===== src/core/arrow_entry_pkg.sv =====
// shared constants for the arrow-switch digit entry unit
package arrow_entry_pkg;
	// switch input offsets
	localparam int SW_INC = 0;
	localparam int SW_DEC = 1;
	localparam int SW_DOWN = 2;
	localparam int SW_UP = 3;
	localparam int NUM_SW = 4;
	// display output layout: data in 3..0, strobes in 7..4
	localparam int DATA_LSB = 0;
	localparam int STROBE_LSB = 4;
	localparam int NUM_DISP = 8;
	localparam int NUM_DIGITS = 4;
	localparam logic [15:0] VALUE_MAX = 16'h270F;
	localparam logic [15:0] VALUE_RESET = 16'h0000;
	localparam logic [3:0] DIGIT_MAX = 4'h9;
	localparam logic [1:0] POL_RESET = 2'h0;
	// digit index: 0 thousands, 1 hundreds, 2 tens, 3 units
	localparam logic [1:0] SEL_THOUSANDS = 2'h0;
	localparam logic [1:0] SEL_UNITS = 2'h3;
	localparam logic [1:0] POL_MAX = 2'h3;
	// step through the four digits on the display, one system clock each
	localparam int SCAN_CYCLES = 1;
endpackage : arrow_entry_pkg


===== src/core/arrow_switch_digit_entry.sv =====
// four-digit decimal entry unit driven by four arrow switches
`timescale 1ns/1ps
`default_nettype none
// ****************************************************************
// What this block does
// ****************************************************************
module arrow_switch_digit_entry #(
	parameter logic [1:0] POLARITY = 2'h1
) (
	input wire logic i_clock,
	input wire logic i_rst,
	input wire logic i_ce,
	input wire logic i_cmd_enable,
	input wire logic [3:0] i_switches,
	output logic [15:0] o_entered_value_word,
	output logic [7:0] o_display_outputs,
	output logic [1:0] o_selected_digit,
	output logic o_execution_state_out
);
	// ****************************************************************
	// parameter check
	// ****************************************************************
	// only single-set codes exist here; the two-set range 4..7 cannot be typed
	initial begin
		if (POLARITY > arrow_entry_pkg::POL_MAX) begin
			$error("polarity parameter out of range");
		end
	end

	// ****************************************************************
	// switch inputs
	// ****************************************************************
	logic [3:0] press;
	logic run;
	assign run = i_ce && i_cmd_enable;

	switch_sync #(
		.WIDTH(arrow_entry_pkg::NUM_SW)
	) u_sync (
		.i_clock(i_clock),
		.i_rst(i_rst),
		.i_ce(i_ce),
		.i_raw(i_switches),
		.o_level(),
		.o_press(press)
	);

	logic inc_p;
	logic dec_p;
	logic down_p;
	logic up_p;
	assign inc_p = press[arrow_entry_pkg::SW_INC];
	assign dec_p = press[arrow_entry_pkg::SW_DEC];
	assign down_p = press[arrow_entry_pkg::SW_DOWN];
	assign up_p = press[arrow_entry_pkg::SW_UP];

	// ****************************************************************
	// digit selection
	// ****************************************************************
	logic [1:0] sel_ff;
	always_ff @(posedge i_clock or posedge i_rst) begin
		if (i_rst) begin
			sel_ff <= arrow_entry_pkg::SEL_THOUSANDS;
		end else if (run) begin
			if (down_p && !up_p) begin
				sel_ff <= sel_ff + 2'h1;
			end else if (up_p && !down_p) begin
				sel_ff <= sel_ff - 2'h1;
			end
		end
	end

	// ****************************************************************
	// value storage and digit edit
	// ****************************************************************
	logic [3:0] dig_th;
	logic [3:0] dig_hu;
	logic [3:0] dig_te;
	logic [3:0] dig_un;
	logic [15:0] value_ff;
	logic [15:0] nxt_value;
	logic [3:0] cur_digit;
	logic [3:0] new_digit;
	logic [15:0] weight;

	// binary to decimal digits; value is bounded so the divides stay small
	always_comb begin
		dig_th = 4'((value_ff / 16'h03E8) % 16'h000A);
		dig_hu = 4'((value_ff / 16'h0064) % 16'h000A);
		dig_te = 4'((value_ff / 16'h000A) % 16'h000A);
		dig_un = 4'(value_ff % 16'h000A);
	end

	always_comb begin
		unique case (sel_ff)
			2'h0: begin
				cur_digit = dig_th;
				weight = 16'h03E8;
			end
			2'h1: begin
				cur_digit = dig_hu;
				weight = 16'h0064;
			end
			2'h2: begin
				cur_digit = dig_te;
				weight = 16'h000A;
			end
			2'h3: begin
				cur_digit = dig_un;
				weight = 16'h0001;
			end
		endcase
	end

	always_comb begin
		new_digit = cur_digit;
		if (inc_p && !dec_p) begin
			new_digit = (cur_digit == arrow_entry_pkg::DIGIT_MAX) ? 4'h0 : cur_digit + 4'h1;
		end else if (dec_p && !inc_p) begin
			new_digit = (cur_digit == 4'h0) ? arrow_entry_pkg::DIGIT_MAX : cur_digit - 4'h1;
		end
		// swap only the selected digit's contribution
		nxt_value = 16'(value_ff - 16'(cur_digit * weight) + 16'(new_digit * weight));
	end

	always_ff @(posedge i_clock or posedge i_rst) begin
		if (i_rst) begin
			value_ff <= arrow_entry_pkg::VALUE_RESET;
		end else if (run) begin
			value_ff <= nxt_value;
		end
	end

	// ****************************************************************
	// display scan
	// ****************************************************************
	// the scan walks all four digits but only the selected digit is strobed, so a latching display refreshes that one alone
	logic [1:0] scan_ff;
	always_ff @(posedge i_clock or posedge i_rst) begin
		if (i_rst) begin
			scan_ff <= arrow_entry_pkg::SEL_THOUSANDS;
		end else if (run) begin
			scan_ff <= scan_ff + 2'h1;
		end else if (i_ce) begin
			// restart from the top once enable returns
			scan_ff <= arrow_entry_pkg::SEL_THOUSANDS;
		end
	end

	logic [3:0] scan_digit;
	always_comb begin
		unique case (scan_ff)
			2'h0: scan_digit = dig_th;
			2'h1: scan_digit = dig_hu;
			2'h2: scan_digit = dig_te;
			2'h3: scan_digit = dig_un;
		endcase
	end

	// idle levels of the display pins, also their value under reset
	localparam logic POL_RESET_STROBE = POLARITY[0];
	localparam logic POL_RESET_DATA = POLARITY[1];

	logic [7:0] disp_ff;
	logic [3:0] strobe_raw;
	logic data_inv;
	logic strobe_inv;
	assign data_inv = POLARITY[1];
	assign strobe_inv = POLARITY[0];

	// strobe index 4 is thousands, 7 is units; only the selected digit's strobe is high
	always_comb begin
		strobe_raw = 4'h0;
		if (scan_ff == sel_ff) begin
			strobe_raw[sel_ff] = 1'b1;
		end
	end

	always_ff @(posedge i_clock or posedge i_rst) begin
		if (i_rst) begin
			disp_ff <= {{4{POL_RESET_STROBE}}, {4{POL_RESET_DATA}}};
		end else if (i_ce) begin
			if (run) begin
				disp_ff[7:4] <= strobe_raw ^ {4{strobe_inv}};
				disp_ff[3:0] <= scan_digit ^ {4{data_inv}};
			end else begin
				disp_ff <= {{4{strobe_inv}}, {4{data_inv}}};
			end
		end
	end

	logic eno_ff;
	always_ff @(posedge i_clock or posedge i_rst) begin
		if (i_rst) begin
			eno_ff <= 1'b0;
		end else if (i_ce) begin
			eno_ff <= i_cmd_enable;
		end
	end

	assign o_entered_value_word = value_ff;
	assign o_display_outputs = disp_ff;
	assign o_selected_digit = sel_ff;
	assign o_execution_state_out = eno_ff;

	// ****************************************************************
	// checks
	// ****************************************************************
	property p_range;
		@(posedge i_clock) disable iff (i_rst)
		value_ff <= arrow_entry_pkg::VALUE_MAX;
	endproperty
	a_range: assert property (p_range) else $error("value above 9999");

	property p_hold_disabled;
		@(posedge i_clock) disable iff (i_rst)
		!i_cmd_enable |=> $stable(value_ff) && $stable(sel_ff);
	endproperty
	a_hold_disabled: assert property (p_hold_disabled) else $error("changed while off");

	property p_down_wrap;
		@(posedge i_clock) disable iff (i_rst)
		run && down_p && !up_p && sel_ff == arrow_entry_pkg::SEL_UNITS
			|=> sel_ff == arrow_entry_pkg::SEL_THOUSANDS;
	endproperty
	a_down_wrap: assert property (p_down_wrap) else $error("move down wrap wrong");

	property p_up_step;
		@(posedge i_clock) disable iff (i_rst)
		run && up_p && !down_p && sel_ff == arrow_entry_pkg::SEL_THOUSANDS
			|=> sel_ff == arrow_entry_pkg::SEL_UNITS;
	endproperty
	a_up_step: assert property (p_up_step) else $error("move up from thousands wrong");

	property p_inc_wrap;
		@(posedge i_clock) disable iff (i_rst)
		run && inc_p && !dec_p && cur_digit == 4'h9 |=> value_ff == $past(value_ff) - 16'(9 * $past(weight));
	endproperty
	a_inc_wrap: assert property (p_inc_wrap) else $error("increment wrap wrong");

	property p_dec_wrap;
		@(posedge i_clock) disable iff (i_rst)
		run && dec_p && !inc_p && cur_digit == 4'h0 |=> value_ff == $past(value_ff) + 16'(9 * $past(weight));
	endproperty
	a_dec_wrap: assert property (p_dec_wrap) else $error("decrement wrap wrong");

	property p_strobe_one;
		@(posedge i_clock) disable iff (i_rst)
		run |=> $countones(disp_ff[7:4] ^ {4{strobe_inv}}) <= 1;
	endproperty
	a_strobe_one: assert property (p_strobe_one) else $error("more than one strobe");

	property p_data_under_strobe;
		@(posedge i_clock) disable iff (i_rst)
		run && scan_ff == sel_ff && !inc_p && !dec_p ##1 i_ce
			|-> (disp_ff[3:0] ^ {4{data_inv}}) == $past(scan_digit);
	endproperty
	a_data_under_strobe: assert property (p_data_under_strobe) else $error("data mismatch");

	property p_once;
		@(posedge i_clock) disable iff (i_rst)
		inc_p |=> !inc_p;
	endproperty
	a_once: assert property (p_once) else $error("press repeated");

	property p_ce_freeze;
		@(posedge i_clock) disable iff (i_rst)
		!i_ce |=> $stable(value_ff) && $stable(sel_ff) && $stable(scan_ff)
			&& $stable(disp_ff) && $stable(eno_ff);
	endproperty
	a_ce_freeze: assert property (p_ce_freeze) else $error("state moved under low enable");

	property p_eno_follow;
		@(posedge i_clock) disable iff (i_rst)
		i_ce |=> eno_ff == $past(i_cmd_enable);
	endproperty
	a_eno_follow: assert property (p_eno_follow) else $error("state out does not follow");

	property p_off_dark;
		@(posedge i_clock) disable iff (i_rst)
		i_ce && !i_cmd_enable |=> disp_ff == {{4{strobe_inv}}, {4{data_inv}}};
	endproperty
	a_off_dark: assert property (p_off_dark) else $error("display active while off");

	property p_sel_hold;
		@(posedge i_clock) disable iff (i_rst)
		run && !down_p && !up_p |=> $stable(sel_ff);
	endproperty
	a_sel_hold: assert property (p_sel_hold) else $error("digit moved without press");

	property p_value_hold;
		@(posedge i_clock) disable iff (i_rst)
		run && !inc_p && !dec_p |=> $stable(value_ff);
	endproperty
	a_value_hold: assert property (p_value_hold) else $error("value moved without press");
endmodule : arrow_switch_digit_entry
`default_nettype wire


===== src/core/switch_sync.sv =====
// three-stage input synchroniser with press detection
`timescale 1ns/1ps
`default_nettype none
module switch_sync #(
	parameter int WIDTH = 4
) (
	input wire logic i_clock,
	input wire logic i_rst,
	input wire logic i_ce,
	input wire logic [WIDTH-1:0] i_raw,
	output logic [WIDTH-1:0] o_level,
	output logic [WIDTH-1:0] o_press
);
	logic [WIDTH-1:0] s1_ff;
	logic [WIDTH-1:0] s2_ff;
	logic [WIDTH-1:0] s3_ff;
	logic [WIDTH-1:0] level_ff;

	always_ff @(posedge i_clock or posedge i_rst) begin
		if (i_rst) begin
			s1_ff <= '0;
			s2_ff <= '0;
			s3_ff <= '0;
		end else if (i_ce) begin
			s1_ff <= i_raw;
			s2_ff <= s1_ff;
			s3_ff <= s2_ff;
		end
	end

	// a change counts only when the second and third stage agree
	genvar g;
	generate
		for (g = 0; g < WIDTH; g++) begin : g_bit
			always_ff @(posedge i_clock or posedge i_rst) begin
				if (i_rst) begin
					level_ff[g] <= 1'b0;
				end else if (i_ce && (s2_ff[g] == s3_ff[g])) begin
					level_ff[g] <= s3_ff[g];
				end
			end
			assign o_press[g] = i_ce && (s2_ff[g] == s3_ff[g]) && s3_ff[g] && !level_ff[g];
		end
	endgenerate

	assign o_level = level_ff;
endmodule : switch_sync
`default_nettype wire


===== config.mk =====
export PLATFORM = sky130hd
export DESIGN_NAME = arrow_switch_digit_entry
export DESIGN_NICKNAME = d
export VERILOG_FILES = /design/src/core/arrow_entry_pkg.sv /design/src/core/arrow_switch_digit_entry.sv /design/src/core/switch_sync.sv
export SDC_FILE = /design/constraint.sdc
export NUM_CORES = 1
export LEC_CHECK = 0
export ABC_CLOCK_PERIOD_IN_PS = 17350
export BUFFER_PORTS_ARGS = -buffer_cell sky130_fd_sc_hd__buf_2
export CAP_MARGIN = 15
export CORE_ASPECT_RATIO = 0.7
export CORE_MARGIN = 2
export CORE_UTILIZATION = 25
export CTS_CLUSTER_SIZE = 40
export DETAILED_ROUTE_END_ITERATION = 8
export PLACE_DENSITY = 0.4
export SLEW_MARGIN = 0
export SYNTH_ARGS = -nofsm -noshare
export SYNTH_HDL_FRONTEND = slang
export SYNTH_SLANG_ARGS = --single-unit

===== constraint.sdc =====
create_clock -name i_clock -period 17.35 [get_ports i_clock]
set_input_delay 0 -clock i_clock [delete_from_list [all_inputs] [get_ports i_clock]]
set_output_delay 0 -clock i_clock [all_outputs]
set_load 0.05 [all_outputs]

# After elaboration in Yosys (flattened, before gate mapping)
# Index checks and enable logic that the tools add are counted.
[totals] ff_bits=45 in_bits=8 elab_cells=90
[op_classes] addsub=7 multipliers=2 n_div=7 magnitude_cmp=2 n_eq_ne=12 mux=15 n_bitwise=1 reduce_logical=32
[op_table] operator="$mod A16 B4 Y16 const B" count=4
[op_table] operator="$pmux W16 S4" count=1
[op_table] operator="$mul A4 B16 Y16" count=2
[op_table] operator="$pmux W4 S4" count=2
[op_table] operator="$mux W4" count=5
[op_table] operator="$logic_and A1 B1 Y1" count=18
[op_table] operator="$add A16 B16 Y16" count=1
[op_table] operator="$div A16 B10 Y16 const B" count=1
[op_table] operator="$div A16 B4 Y16 const B" count=1
[op_table] operator="$div A16 B7 Y16 const B" count=1
[op_table] operator="$sub A16 B16 Y16" count=1
[op_table] operator="$eq A2 B2 Y1 const B" count=4
[op_table] operator="$logic_not A1 Y1" count=8
[op_table] operator="$mux W2" count=4
[op_table] operator="$mux W8" count=1
[op_table] operator="$add A2 B1 Y2 const B" count=2
[op_table] operator="$add A4 B1 Y4 const B" count=1
[op_table] operator="$eq A1 B1 Y1" count=4
[op_table] operator="$eq A2 B1 Y1 const B" count=2
[op_table] operator="$eq A4 B4 Y1 const B" count=1
[op_table] operator="$logic_not A2 Y1" count=2
[op_table] operator="$logic_not A4 Y1" count=1
[op_table] operator="$not A4 Y4" count=1
[op_table] operator="$reduce_bool A2 Y1" count=2
[op_table] operator="8 further kinds" count=8

# Longest topological paths before layout
[logic_depth] depth_word=10 mapped_depth=68 depth_no_buf=61

# Hierarchy
# From an unflattened synthesis, not the netlist that was laid out.
[unflattened] hier_cells=1495 area_unflattened_um2=11458.5
[modules_own_cells] module="arrow_switch_digit_entry" instances=1 cells_per_inst=1440 area_per_inst_um2=10795.4
[modules_own_cells] module="switch_sync" instances=1 cells_per_inst=55 area_per_inst_um2=663.1

# Worst setup path before layout
# No wires, ideal clock.
[synth_timing] path_kind="flip-flop to flip-flop" startpoint="reg value_ff[13], in the netlist o_entered_value_word[13]" endpoint="reg value_ff[15], in the netlist o_entered_value_word[15]" setup_time_ps=134 arrival_ps=12615 t_required_ps=17216 slack_ps=4600 stages_incl_launch_ff=61 n_path_buf=6 synth_period_minus_slack_ps=12750 cell_sequence="dfrtp_1 buf_6 buf_4 buf_4 and4_1 buf_2 a21oi_1 or3_1 a22oi_2 o32ai_1 xnor2_1 a311o_1 a221o_1 a22o_1 buf_2 o22ai_1 a21o_1 inv_2 [25 not listed] fa_1 inv_1 ha_1 a21o_1 a21o_1 a21o_1 a21oi_1 o21bai_1 a21oi_1 o21bai_1 a21oi_1 o21bai_1 a21oi_1 o21bai_1 a21oi_1 xor2_1 nor2_1 xor2_1"
[synth_between] elab_chain_len=9
[synth_lines] element="start: declaration" line="arrow_switch_digit_entry.sv:80" rtl="logic [15:0] value_ff;"
[synth_lines] element="start signal: assignment" line="arrow_switch_digit_entry.sv:128" rtl="value_ff <= arrow_entry_pkg::VALUE_RESET;"
[synth_lines] element="start signal: assignment" line="arrow_switch_digit_entry.sv:130" rtl="value_ff <= nxt_value;"
[synth_lines] element="$div A16 B4 Y16 (tied with other cells)" line="arrow_switch_digit_entry.sv:90" rtl="dig_te = 4'((value_ff / 16'h000A) % 16'h000A);"
[synth_lines] element="$mod A16 B4 Y16, on equally long branches" line="arrow_switch_digit_entry.sv:90, arrow_switch_digit_entry.sv:88, arrow_switch_digit_entry.sv:89"
[synth_lines] element="$pmux W4 S4" line="arrow_switch_digit_entry.sv:95" rtl="unique case (sel_ff)"
[synth_lines] element="$sub A4 B1 Y4 / $logic_not A4 Y1 (equally long branches)" line="arrow_switch_digit_entry.sv:120" rtl="new_digit = (cur_digit == 4'h0) ? arrow_entry_pkg::DIGIT_MAX : cur_digit - 4'h1;"
[synth_lines] element="$mux W4" line="arrow_switch_digit_entry.sv:120"
[synth_lines] element="$mux W4" line="arrow_switch_digit_entry.sv:119" rtl="end else if (dec_p && !inc_p) begin"
[synth_lines] element="$mux W4" line="arrow_switch_digit_entry.sv:117" rtl="if (inc_p && !dec_p) begin"
[synth_lines] element="$mul A4 B16 Y16" line="arrow_switch_digit_entry.sv:123" rtl="nxt_value = 16'(value_ff - 16'(cur_digit * weight) + 16'(new_digit * weight));"
[synth_lines] element="$add A16 B16 Y16 (*)" line="arrow_switch_digit_entry.sv:123"
# Mark *: on every way between the ends. The rest lies on a longest branch, timed or not.
# A chain may end at the register's enable or synchronous reset.

# Final worst setup path
[layout_timing] startpoint="reg value_ff[15], in the netlist o_entered_value_word[15]" endpoint="reg value_ff[15], in the netlist o_entered_value_word[15]"
# Same word-level chain as after synthesis.

==> impl_metrics.tcl <==
set metrics [dict create \
    critPathArrivalTime_ps 15240 \
    portBuffers 34 \
    rsz0062_at_grt "false" \
    cp_slowest_cell "dfrtp_1" \
    path_max_fanout 30 \
    grtUsageTotal_pct 14.8 \
    initial_core_util_pct 25.3 \
    hp-start "i_ce" \
    cts.sinks 45 \
    synthAdderAreaFrac_pct 16.8 \
    netlist_area_um2 11700 \
    path_clk_slew_ps 70 \
    synth_flop_cell "dfrtp_1" \
    drc 0 \
    grt_max_degree 46 \
    cpMostUsedCell "a21oi_1" \
    ys.warnings.count 0 \
    fillers 5130 \
    drtIter0Drc 890 \
    synth_top_area_share_pct 10.1 \
    grt_pass1_vias 10500 \
    holdCritPathClass "in2reg" \
    syn_inst 1530 \
    place_congestion 0.815 \
    grt_pass1_wl_mm 59.0 \
    synthSimpleGateAreaFrac_pct 21.3 \
    min_path_cells 3 \
    htree_levels 2 \
    grt.overflow.total 0 \
    synth-edff-count 0 \
    relSlewSlack_pct 34.8 \
    cp-start-kind "flop" \
    nets 1633 \
    num_io_pins 35 \
    synth_compound_area_share_pct 34.5 \
    path_class "reg2reg" \
    firstDrtPassIters 5 \
    clock.fmax_mhz 66.2 \
    cts_tree "done" \
    worstPathRequired_ps 17500 \
    postCtsSetupRepairBufs 0 \
    synth.area.top_cells "fa_1 10%, dfrtp_1 8.7%, ha_1 6.6%, inv_1 4.8%, nand2_1 4.0%" \
    avgSynthCellArea_um2 7.67 \
    rows 66 \
    syn2layout_area_growth_pct 5.68 \
    avgRoutedWirePerCell_um 17.2 \
    die_x_um 263 \
    muxShareOfSynthArea_pct 2.75 \
    end_kind "flop" \
    dieArea_um2 48700 \
    ctsResizeCount 0 \
    antenna_found_initial 0 \
    clock_path_buffers 2 \
    async_reset_ff_share_pct 100 \
    fin_crit_sh_pct 87.0 \
    die_h_um 185 \
    ys_seq_area_share_pct 9.64 \
    diodes 0 \
    core_area_um2 46400 \
    maxCapViolCount 0 \
    ys_seq_elements 45 \
    min_period_ps 15100 \
    hold_buffers 6 \
    reg2reg_depth 57 \
    vias_per_cell 5.34 \
    skew_ps 10.2 \
    yosysUniqueCellTypes 136 \
    root_buffer "clkbuf_16" \
    tightest_slew_ps 978 \
    r2r-start "o_entered_value_word[15]" \
    drt.antenna.violating_nets 0 \
    fin_setup_tns_ps 0 \
    dpl.hpwl_mm 28.4 \
    synth_top_family_by_area "compound AO/OA/AOI/OAI gates" \
    final_max_slew_viol_count 0 \
    finalHoldViolCount 0 \
    clkLatencyLatePin_ps 310 \
    hold_end "o_display_outputs[5]" \
    synth_top_area_cell "fa_1" \
    r2r_slack_ps 2250 \
    synthesis.nets 1659 \
    rr_endpoint "o_entered_value_word[15]" \
    drive_gt1_share_pct 11.8 \
    setup_viol 0 \
    cp_slowest_stage_delay_ps 980 \
    routed_wl_mm 36.4 \
    cts_buffers 5 \
    via_count 11300 \
    run_status "finished clean" \
    synth_xor_area_share_pct 4.76 \
]
synth_stat cells (20+ instances only):
cell type	number
a21oi_1	92
dfrtp_1	41
and2_1	25
nand3_1	43
nand2_1	124
ha_1	62
o211ai_1	30
o21ai_0	92
inv_1	149
a31oi_1	21
nor2_1	116
nor3_1	36
xnor2_1	44
fa_1	59
a21o_1	20
clkbuf_1	33
stage by stage:
stage | cells | instance area, µm² | hold WS (ps) | worst slack, ps | util [%]
floorplan | 1530 | 11700 | 150 | 4600 | -
global placement | 2102 | 12200 | 211 | 2410 | 26.3
detailed placement | 2102 | 12200 | 221 | 2000 | 26.3
CTS | 2116 | 12400 | 242 | 1870 | 26.7
global route | 2117 | 12400 | 292 | 755 | 26.7
finish | 2117 | 12400 | 243 | 2250 | 26.7
cells in the final DEF (no fill, tap or decap), drive strengths merged, types with 20 or more instances in the layout:
cell and instances:
a21o 20, nand2 126, o21ai 110, fa 59, ha 62, nor2 117, inv 155, xnor2 46
dfrtp 41, a21oi 96, or2 21, a31oi 22, a211oi 23, o211ai 30, buf 53, nand2b 20
nor3 41, and2 29, nand3 43
routing by layer:
metal | track usage (%) | vias up | part of all wire, %
li1 | - | 5548 | -
met1 | 23.4 | 5478 | 54
met2 | 21.5 | 259 | 41
met3 | 1.33 | 19 | 4.4
met4 | 2.03 | 0 | 0.73
met5 | 0 | - | 0
cell type report:
class,instances,area (µm²),area share [%]
repair buffers,59,370,2.99
well taps,612,766,6.17
inverters,155,582,4.69
flip-flops and latches,45,1130,9.13
multi-input cells,1238,9400,75.8
clock buffers,5,125,1.01
clock inverters,3,25.0,0.202
worst max-delay path: cells and delay by family, from the launching register on:
family                   cells  cell delay, ps
AO/OA/AOI/OAI               30            7340
XOR/XNOR                     2             310
adder cells (fa/ha/maj)      8            2910
buffers and inverters        7            1180
flip-flops                   1             980
AND/OR/NAND/NOR             10            2160
sequential cells by signal, summed over array words and instances (netlist names):
name / cells
o_entered_value_word: 16
o_display_outputs: 8
u_sync.o_level: 4
u_sync.s1_ff: 4
u_sync.s2_ff: 4
u_sync.s3_ff: 4
o_selected_digit: 2
scan_ff: 2
o_execution_state_out: 1
kinds of logic (layout without fill, tap and decap cells):
family,after synthesis,count (layout)
AOI/OAI and AO/OA,533,533
and+or+nand+nor,490,490
buffers and inverters,247,222
adders and majority gates,123,123
xor gates and xnor gates,62,62
DFF,45,45
muxes,30,30
worst max path at each step:
stage,start,cells after the start,end,slack (ps)
after floorplan,o_entered_value_word[13],60,o_entered_value_word[15],4600
after global placement,o_entered_value_word[15],54,o_entered_value_word[15],2410
after detailed placement,o_entered_value_word[15],56,o_entered_value_word[15],2000
after CTS,o_entered_value_word[15],56,o_entered_value_word[15],1870
after global routing,o_entered_value_word[15],57,o_entered_value_word[15],760
final,o_entered_value_word[15],57,o_entered_value_word[15],2250
Power is left out: the tool's default activity adds up to more than one toggle a clock period on the data nets, which glitch-free logic cannot reach.
